### src/verilog/acs_pkg.sv
// shared constants and carrier types of the calibration and clock mode register bank
`default_nettype none
package acs_pkg;
  localparam int NCORE = 4;
  localparam int NTRIM = 7;
  // register addresses
  localparam logic [7:0] ADDR_CHAN_SEL = 8'h01;
  localparam logic [7:0] ADDR_CLK_MODE = 8'h07;
  localparam logic [7:0] ADDR_CAL_SET = 8'h15;
  localparam logic [7:0] ADDR_SRC_SEL = 8'h16;
  localparam logic [7:0] ADDR_OFFSET_RW = 8'h17;
  localparam logic [7:0] ADDR_OFFSET_RO = 8'h6B;
  localparam logic [7:0] ADDR_TRIM_RW = 8'h33;
  localparam logic [7:0] ADDR_TRIM_RO = 8'h4F;
  localparam logic [7:0] ADDR_GAIN_RW = 8'h3A;
  localparam logic [7:0] ADDR_GAIN_RO = 8'h56;
  localparam logic [7:0] ADDR_IGAIN_RW = 8'h3B;
  localparam logic [7:0] ADDR_IGAIN_RO = 8'h57;
  localparam logic [7:0] ADDR_PHASE_RW = 8'h3D;
  localparam logic [7:0] ADDR_PHASE_RO = 8'h59;
  localparam logic [7:0] ADDR_POWER_DOWN = 8'hFC;
  // channel select codes
  localparam logic [2:0] SEL_ALL = 3'h4;
  localparam logic [2:0] SEL_MASTER = 3'h7;
  // source select field positions
  localparam int SRC_OFFSET_BIT = 0;
  localparam int SRC_PHASE_BIT = 4;
  localparam int SRC_IGAIN_BIT = 6;
  localparam int SRC_GAIN_BIT = 7;
  localparam int SRC_TRIM_BIT = 8;
  // clock mode field positions
  localparam int CLK_STAGGER_BIT = 0;
  localparam int CLK_HALVING_BIT = 1;
  // reset values
  localparam logic [2:0] RST_CHAN_SEL = 3'h7;
  localparam logic [1:0] RST_CLK_MODE = 2'h1;
  localparam logic [8:0] RST_OFFSET = 9'h100;
  localparam logic [6:0] RST_TRIM = 7'h40;
  localparam logic [9:0] RST_GAIN = 10'h200;
  localparam logic [7:0] RST_IGAIN = 8'h80;
  localparam logic [7:0] RST_PHASE = 8'h80;
  // serial frame: read flag, 8 address bits, 16 data bits
  localparam logic [4:0] FRAME_HDR_BITS = 5'd9;
  localparam logic [4:0] FRAME_BITS = 5'd25;

  // one full calibration set for the four cores
  typedef struct packed {
    logic [3:0][8:0] offset;
    logic [3:0][6:0][6:0] trim;
    logic [3:0][9:0] gain;
    logic [3:0][7:0] igain;
    logic [3:0][7:0] phase;
  } acs_cal_t;

  // serial port pins as seen by the device
  typedef struct packed {
    logic sclk;
    logic csn;
    logic mosi;
  } acs_spi_in_t;
endpackage : acs_pkg
`default_nettype wire

### src/verilog/acs_regs.sv
// serial-port register bank for calibration sources, clock mode and core standby
//
// How it works
// RQ1 - channel select steers master, all or one
// RQ2 - calibration-set register picks factory set
// RQ3 - read-only offsets show selected factory set
// RQ4 - source bit 0 applies user offsets
// RQ5 - source 0101 adds user trims one-seven
// RQ6 - 0181 adds gain, 01C1 adds internal gain
// RQ7 - 1D1 adds phase; earlier groups stay user
// RQ8 - host addresses cores singly, switches all
// RQ9 - clock mode bit 0 picks stagger/simultaneous
// RQ10 - clock mode bit 1 halves core clock
// RQ11 - stagger: four cores, or pair AB/CD
// RQ12 - simultaneous: all powered cores share phase
// RQ13 - per-core standby bit, zero keeps powered
// RQ14 - standby bit one powers core down
// RQ15 - calibration-set address decoded in every space
// RQ16 - all-channel write updates every core copy
// RQ17 - single-channel read returns that core copy
`timescale 1ns/1ps
`default_nettype none
module acs_regs
  import acs_pkg::*;
(
  input wire logic clock,
  input wire logic rst,
  input wire acs_spi_in_t spi_in,
  output logic spi_miso,
  output logic spi_miso_oe,
  input wire acs_cal_t factory_set0,
  input wire acs_cal_t factory_set1,
  output acs_cal_t applied_cal,
  output logic [3:0] core_power_down,
  output logic [3:0][1:0] core_phase,
  output logic core_clock_enable,
  output logic stagger_fault
);

  typedef struct packed {
    logic [2:0] sclk_s;
    logic [1:0] csn_s;
    logic [1:0] mosi_s;
    logic [4:0] cnt;
    logic [24:0] shin;
    logic [15:0] shout;
    logic rw;
    logic [7:0] addr;
    logic miso;
    logic miso_oe;
    logic [2:0] chan_sel;
    logic cal_set;
    logic [15:0] src_sel;
    logic [1:0] clk_mode;
    acs_cal_t user;
    logic [3:0] power_down;
    acs_cal_t applied;
    logic [3:0][1:0] phase;
    logic fault;
    logic clk_en;
  } acs_state_t;

  acs_state_t s;
  acs_state_t next_s;

  // register read mux for the current address space
  function automatic logic [15:0] acs_read(input acs_state_t st, input acs_cal_t fac,
                                            input logic [7:0] a);
    logic [15:0] d;
    logic [1:0] ch;
    d = 16'h0000;
    ch = (st.chan_sel == SEL_ALL) ? 2'h0 : st.chan_sel[1:0]; // RQ17
    if (a == ADDR_CHAN_SEL) begin
      d = {13'h0000, st.chan_sel};
    end else if (a == ADDR_CAL_SET) begin
      d = {15'h0000, st.cal_set}; // RQ15
    end else if (a == ADDR_SRC_SEL) begin
      d = st.src_sel;
    end else if (st.chan_sel == SEL_MASTER) begin
      if (a == ADDR_CLK_MODE) begin
        d = {14'h0000, st.clk_mode};
      end
      for (int i = 0; i < NCORE; i++) begin
        if (a == ADDR_OFFSET_RW + 8'(i)) d = {7'h00, st.user.offset[i]};
        if (a == ADDR_OFFSET_RO + 8'(i)) d = {7'h00, fac.offset[i]}; // RQ3
      end
    end else if (st.chan_sel <= SEL_ALL) begin
      for (int t = 0; t < NTRIM; t++) begin
        if (a == ADDR_TRIM_RW + 8'(t)) d = {9'h000, st.user.trim[ch][t]};
        if (a == ADDR_TRIM_RO + 8'(t)) d = {9'h000, fac.trim[ch][t]};
      end
      if (a == ADDR_GAIN_RW) d = {6'h00, st.user.gain[ch]};
      if (a == ADDR_GAIN_RO) d = {6'h00, fac.gain[ch]};
      if (a == ADDR_IGAIN_RW) d = {8'h00, st.user.igain[ch]};
      if (a == ADDR_IGAIN_RO) d = {8'h00, fac.igain[ch]};
      if (a == ADDR_PHASE_RW) d = {8'h00, st.user.phase[ch]};
      if (a == ADDR_PHASE_RO) d = {8'h00, fac.phase[ch]};
      if (a == ADDR_POWER_DOWN) d = {15'h0000, st.power_down[ch]};
    end
    return d;
  endfunction : acs_read

  // next state: serial framing, register writes, setting selection, clock plan
  always_comb begin
    acs_cal_t fac;
    logic [24:0] nb;
    logic [3:0] on;
    logic hit;
    hit = 1'b0;
    on = 4'h0;
    next_s = s;
    fac = s.cal_set ? factory_set1 : factory_set0; // RQ2
    nb = {s.shin[23:0], s.mosi_s[1]};
    next_s.sclk_s = {s.sclk_s[1:0], spi_in.sclk};
    next_s.csn_s = {s.csn_s[0], spi_in.csn};
    next_s.mosi_s = {s.mosi_s[0], spi_in.mosi};
    if (s.csn_s[1]) begin
      next_s.cnt = 5'd0;
      next_s.rw = 1'b0;
      next_s.miso = 1'b0;
    end else if (s.sclk_s[1] && !s.sclk_s[2]) begin
      // rising serial clock: shift in one bit
      next_s.shin = nb;
      if (s.cnt != FRAME_BITS) next_s.cnt = s.cnt + 5'd1;
      if (s.cnt == FRAME_HDR_BITS - 5'd1) begin
        next_s.rw = nb[8];
        next_s.addr = nb[7:0];
        next_s.shout = acs_read(s, fac, nb[7:0]);
      end
      if (s.cnt == FRAME_BITS - 5'd1 && !s.rw) begin
        // write commit on the last data bit
        if (s.addr == ADDR_CHAN_SEL) next_s.chan_sel = nb[2:0]; // RQ1
        if (s.addr == ADDR_CAL_SET) next_s.cal_set = nb[0]; // RQ15
        if (s.addr == ADDR_SRC_SEL) next_s.src_sel = nb[15:0]; // RQ8
        if (s.chan_sel == SEL_MASTER) begin
          if (s.addr == ADDR_CLK_MODE) next_s.clk_mode = nb[1:0];
          for (int i = 0; i < NCORE; i++) begin
            if (s.addr == ADDR_OFFSET_RW + 8'(i)) next_s.user.offset[i] = nb[8:0];
          end
        end
        for (int c = 0; c < NCORE; c++) begin
          hit = (s.chan_sel == SEL_ALL) || (s.chan_sel == 3'(c)); // RQ16
          if (hit) begin
            for (int t = 0; t < NTRIM; t++) begin
              if (s.addr == ADDR_TRIM_RW + 8'(t)) next_s.user.trim[c][t] = nb[6:0];
            end
            if (s.addr == ADDR_GAIN_RW) next_s.user.gain[c] = nb[9:0];
            if (s.addr == ADDR_IGAIN_RW) next_s.user.igain[c] = nb[7:0];
            if (s.addr == ADDR_PHASE_RW) next_s.user.phase[c] = nb[7:0];
            if (s.addr == ADDR_POWER_DOWN) next_s.power_down[c] = nb[0]; // RQ13 RQ14
          end
        end
      end
    end else if (!s.sclk_s[1] && s.sclk_s[2] && s.rw && s.cnt >= FRAME_HDR_BITS) begin
      // falling serial clock: present next read bit
      next_s.miso = s.shout[15];
      next_s.shout = {s.shout[14:0], 1'b0};
    end
    next_s.miso_oe = !s.csn_s[1] && s.rw && (s.cnt >= FRAME_HDR_BITS);
    // pick user or factory value for each group
    next_s.applied = fac;
    if (s.src_sel[SRC_OFFSET_BIT]) next_s.applied.offset = s.user.offset; // RQ4
    if (s.src_sel[SRC_TRIM_BIT]) next_s.applied.trim = s.user.trim; // RQ5
    if (s.src_sel[SRC_GAIN_BIT]) next_s.applied.gain = s.user.gain; // RQ6
    if (s.src_sel[SRC_IGAIN_BIT]) next_s.applied.igain = s.user.igain; // RQ6
    if (s.src_sel[SRC_PHASE_BIT]) next_s.applied.phase = s.user.phase; // RQ7
    // core sampling phase in quarter periods
    on = ~s.power_down;
    next_s.fault = 1'b0;
    for (int c = 0; c < NCORE; c++) begin
      next_s.phase[c] = 2'h0; // RQ12
    end
    if (s.clk_mode[CLK_STAGGER_BIT]) begin
      if (on == 4'b1111) begin
        for (int c = 0; c < NCORE; c++) begin
          next_s.phase[c] = 2'(c); // RQ9
        end
      end else if (on == 4'b0011) begin
        next_s.phase[1] = 2'h2; // RQ11
      end else if (on == 4'b1100) begin
        next_s.phase[3] = 2'h2; // RQ11
      end else begin
        next_s.fault = 1'b1; // RQ11
      end
    end
    // halving: cores run on every other input clock
    next_s.clk_en = s.clk_mode[CLK_HALVING_BIT] ? !s.clk_en : 1'b1; // RQ10
  end

  // state register
  always_ff @(posedge clock) begin
    if (rst) begin
      s <= '0;
      s.sclk_s <= 3'h0;
      s.csn_s <= 2'h3;
      s.chan_sel <= RST_CHAN_SEL;
      s.clk_mode <= RST_CLK_MODE;
      s.clk_en <= 1'b1;
      for (int c = 0; c < NCORE; c++) begin
        s.user.offset[c] <= RST_OFFSET;
        s.user.gain[c] <= RST_GAIN;
        s.user.igain[c] <= RST_IGAIN;
        s.user.phase[c] <= RST_PHASE;
        for (int t = 0; t < NTRIM; t++) begin
          s.user.trim[c][t] <= RST_TRIM;
        end
      end
    end else begin
      s <= next_s;
    end
  end

  // outputs straight from the state flops
  assign spi_miso = s.miso;
  assign spi_miso_oe = s.miso_oe;
  assign applied_cal = s.applied;
  assign core_power_down = s.power_down;
  assign core_phase = s.phase;
  assign core_clock_enable = s.clk_en;
  assign stagger_fault = s.fault;
endmodule : acs_regs
`default_nettype wire

### config.mk
export PLATFORM = sky130hd
export DESIGN_NAME = acs_regs
export DESIGN_NICKNAME = d
export VERILOG_FILES = /design/src/verilog/acs_pkg.sv /design/src/verilog/acs_regs.sv
export SDC_FILE = /design/constraint.sdc
export NUM_CORES = 2
export LEC_CHECK = 0
export BUFFER_PORTS_ARGS = -buffer_cell sky130_fd_sc_hd__buf_4
export CAP_MARGIN = 20
export CORE_AREA = 2 2 396 398
export DETAILED_ROUTE_END_ITERATION = 7
export DIE_AREA = 0 0 398 400
export SLEW_MARGIN = 20
export SYNTH_ARGS = -nofsm -noshare
export SYNTH_HDL_FRONTEND = slang
export SYNTH_SLANG_ARGS = --single-unit
### constraint.sdc
create_clock -name clock -period 2.5 [get_ports clock]
set_input_delay 0.5 -clock clock [delete_from_list [all_inputs] [get_ports clock]]
set_output_delay 0.5 -clock clock [all_outputs]
set_load 0.02 [all_outputs]
==> flow_metrics.env <==
export IMPL_post_place_cells=7732
export IMPL_grt_pass1_vias=39800
export IMPL_crit_path_frequent_cell="buf_4"
export IMPL_worst_setup_path_type="flip-flop to flip-flop"
export IMPL_io_pins=1029
export IMPL_clock_latency_ns=0.74
export IMPL_grt_pass1_wl_um=302000
export IMPL_synth_cell_area_um2=41700
export IMPL_drive_above_1_share_pct=37.8
export IMPL_period_needed_ns=2.87
export IMPL_synth_cell_types=82
export IMPL_worstHoldPathType="primary input to flip-flop"
export IMPL_synth_enable_flop_cells=0
export IMPL_dr_pass1_iters=6
export IMPL_port_buffers=1025
export IMPL_grt_usage_pct=26.5
export IMPL_tightest_slew_ns=0.921
export IMPL_cts_sinks=757
export IMPL_internal_power_mw=22.9
export IMPL_power_share_clock_pct=48.5
export IMPL_gr_total_overflow=0
export IMPL_die_y_um=400
export IMPL_status="complete, but fails checks"
export IMPL_vias=41200
export IMPL_synthTopCellsByArea="dfxtp_1 (36%), mux4_2 (11%), mux2i_1 (11%)"
export IMPL_maxSlewHeadroom_pct=38.6
export IMPL_dp_hpwl_um=178000
export IMPL_p_leak_nw=23.0
export IMPL_arrival_ns=3.48
export IMPL_cts_buffers=95
export IMPL_swShare_pct=25.8
export IMPL_start_kind="flip-flop"
export IMPL_start_util_pct=26.9
export IMPL_setup_slack_ns=-0.368
export IMPL_core_um2=155000
export IMPL_cap_violations=0
export IMPL_grt_max_degree=117
export IMPL_multi_input_area_um2=22900
export IMPL_seqPwrFrac_pct=40.4
export IMPL_rsz0062_at_grt="yes"
export IMPL_power_frac_comb_pct=11.2
export IMPL_setup_tns_ns=-1.79
export IMPL_syn_instance_count=4802
export IMPL_vdd_ir_drop_max_uv=512
export IMPL_crit_family="buffers and inverters"
export IMPL_place_gp_congestion=0.969
export IMPL_nets=6492
export IMPL_fillCellCount=15800
export IMPL_required_ns=3.12
export IMPL_synth_top_cell_area_share_pct=36.3
export IMPL_drt_total_wl_um=222000
export IMPL_syn_avg_cell_area_um2=8.68
export IMPL_drt_initial_drc_count=3853
export IMPL_fmax_mhz=349
export IMPL_yosysWarningCount=0
export IMPL_ys_flop_type="dfxtp_1"
export IMPL_p_switching_mw=7.96
export IMPL_synth_top_area_cell="dfxtp_1"
export IMPL_area_delta_synth_final_pct=38.9
export IMPL_std_cell_rows=145
export IMPL_clockBufferDepth=3
export IMPL_cp_slowest_stage_delay_ns=0.54
export IMPL_setup_viol=8
export IMPL_pre_cts_slack_ns=-0.974
export IMPL_drc=0
export IMPL_htreeDepth=3
export IMPL_clkTransAtPathRegs_ns=0.06
export IMPL_power_density_nw_per_um2=533
export IMPL_register_area_um2=15200
export IMPL_worst_path_buf_inv=5
export IMPL_end_kind="flip-flop"
export IMPL_ys_seq_area_share_pct=36.3
export IMPL_path_cells="buf_12 > buf_8 > mux4_2 > mux2i_2 > buf_4 > o21ai_2 > o211ai_1 > buf_4 > nand4_1 > buf_4 > a21oi_4 > o41ai_2"
export IMPL_clock_skew_final_ns=0.0331
export IMPL_ant_nets=0
export IMPL_final_util_pct=37.3
export IMPL_dieArea_um2=159000
export IMPL_cts_tree="yes"
export IMPL_min_period_over_period_pct=115
export IMPL_crit_path_max_fanout=7
export IMPL_hold_viol=0
export IMPL_via_per_inst=5.18
export IMPL_antenna_found_initial=52
export IMPL_final_cell_count_no_fill=7959
export IMPL_wl_per_cell_um=27.9
export IMPL_synth_seq_cells=757
export IMPL_cts_root_buf="clkbuf_16"
export IMPL_slew_violations=0
export IMPL_async_flop_share_pct=0
export IMPL_die_x_um=398
export IMPL_violations="setup timing"
export IMPL_crit_slowest_cell="mux4_2"
==> power groups by stage <==
stage	clock network [mW]	registers (mW)	logic, mW
final	15.0	12.5	3.45
after detailed placement	0	12.7	3.38
after floorplan	0	12.7	1.69
after global placement	0	12.7	3.37
after CTS	15.2	12.5	3.44
after global routing	15.7	12.5	3.64
==> area by class of cell <==
type / instances / area share, %
clock inverters: 44 / 1.11
diodes: 14 / 0.0605
flip-flops and latches: 757 / 26.3
well taps: 2058 / 4.45
multi-input cells: 3281 / 39.5
inverters: 15 / 0.0972
clock buffers: 128 / 4.65
repair buffers: 1662 / 23.9
==> flip-flops by register name (all words and copies together), names as in the netlist <==
signal,count
next_s,4
stagger_fault,1
core_phase,3
core_power_down,4
applied_cal,336
core_clock_enable,1
spi_miso_oe,1
s,406
spi_miso,1
==> per-layer routing <==
layer | wire length [µm] | track usage, % | up-vias
met3 | 16600 | 4.94 | 405
met4 | 8540 | 9.52 | 20
li1 | - | - | 18600
met2 | 108000 | 45.1 | 1990
met5 | 126 | 0 | -
met1 | 89700 | 33.4 | 20200
==> repair_timing <==
action,CTS,global route
hold buffers,3,0
pin swaps,27,16
setup endpoints to repair,51,149
gates resized for setup,162,35
gates cloned,6,0
buffers inserted,33,3
hold endpoints to repair,3,0
==> cells in the final DEF (no fill, tap or decap), types with 16 or more instances in the layout <==
cell type,n
a211o_1,34
a211oi_1,25
a21oi_1,605
and3_1,29
buf_12,82
buf_4,1542
buf_6,21
clkbuf_1,16
clkbuf_16,97
dfxtp_1,741
mux2_2,43
mux2i_1,410
mux2i_4,20
mux4_2,201
nand2_1,444
nand3_1,262
nand3b_1,19
nand4_1,16
nor2_1,774
nor2b_1,34
nor3_1,23
o21ai_0,33
o22ai_1,32
==> worst register-to-register path, cell delays in order (launching register included) <==
cell      delay, ns
dfxtp_4        0.39
buf_12         0.17
buf_8          0.13
mux4_2         0.54
mux2i_2        0.20
buf_4          0.16
o21ai_2        0.05
o211ai_1       0.31
buf_4          0.18
nand4_1        0.15
buf_4          0.21
a21oi_4        0.19
o41ai_2        0.08
==> stage by stage <==
stage	instance area [µm²]	power (mW)	hold slack [ns]
after floorplan	41700	14.4	0.389
after global placement	53100	16.1	0.393
after detailed placement	53100	16.1	0.394
after CTS	57700	31.2	0.00249
after global routing	57900	31.8	0.0477
final	57900	30.9	0.0684
==> synthesized netlist by cell type, types with 11 or more instances <==
cell,instances
nand4_1,16
nand2_1,453
o22ai_1,36
nand3_1,264
nor2b_1,36
buf_2,66
nor3_1,27
clkbuf_1,218
mux2i_1,442
mux2_2,48
nor2_1,785
o211ai_1,15
a21oi_1,611
and3_1,30
buf_6,13
mux4_2,201
a22oi_1,14
nand3b_1,19
a211o_1,34
a211oi_1,31
nand2b_1,11
inv_1,15
dfxtp_1,757
buf_4,398
buf_1,55
o21ai_0,46
==> cells by family (layout without fill, tap and decap cells) <==
| group | Yosys count | count (layout) | synth area share, % |
|---|---|---|---|
| adder cells (fa/ha/maj) | 3 | 3 | 0.0900 |
| multiplexers | 691 | 691 | 22.8 |
| buffers and inverters | 766 | 1849 | 10.9 |
| other | 1 | 17 | 0.00899 |
| AO/OA/AOI/OAI | 870 | 870 | 12.0 |
| AND/OR/NAND/NOR | 1707 | 1707 | 17.8 |
| flip-flops | 757 | 757 | 36.3 |
| XOR/XNOR | 7 | 7 | 0.147 |
==> path summary, 6_finish.rpt <==
check	startpoint	to	slack (ns)	depth (start not counted)
worst min register to register	core_clock_enable	core_clock_enable	0.41	1
worst max register to register	s[704]	s[721]	-0.37	12
worst min-delay path	rst	s[715]	0.07	2
worst max-delay path	s[704]	s[721]	-0.37	12
(Power assumes the default switching activity.)
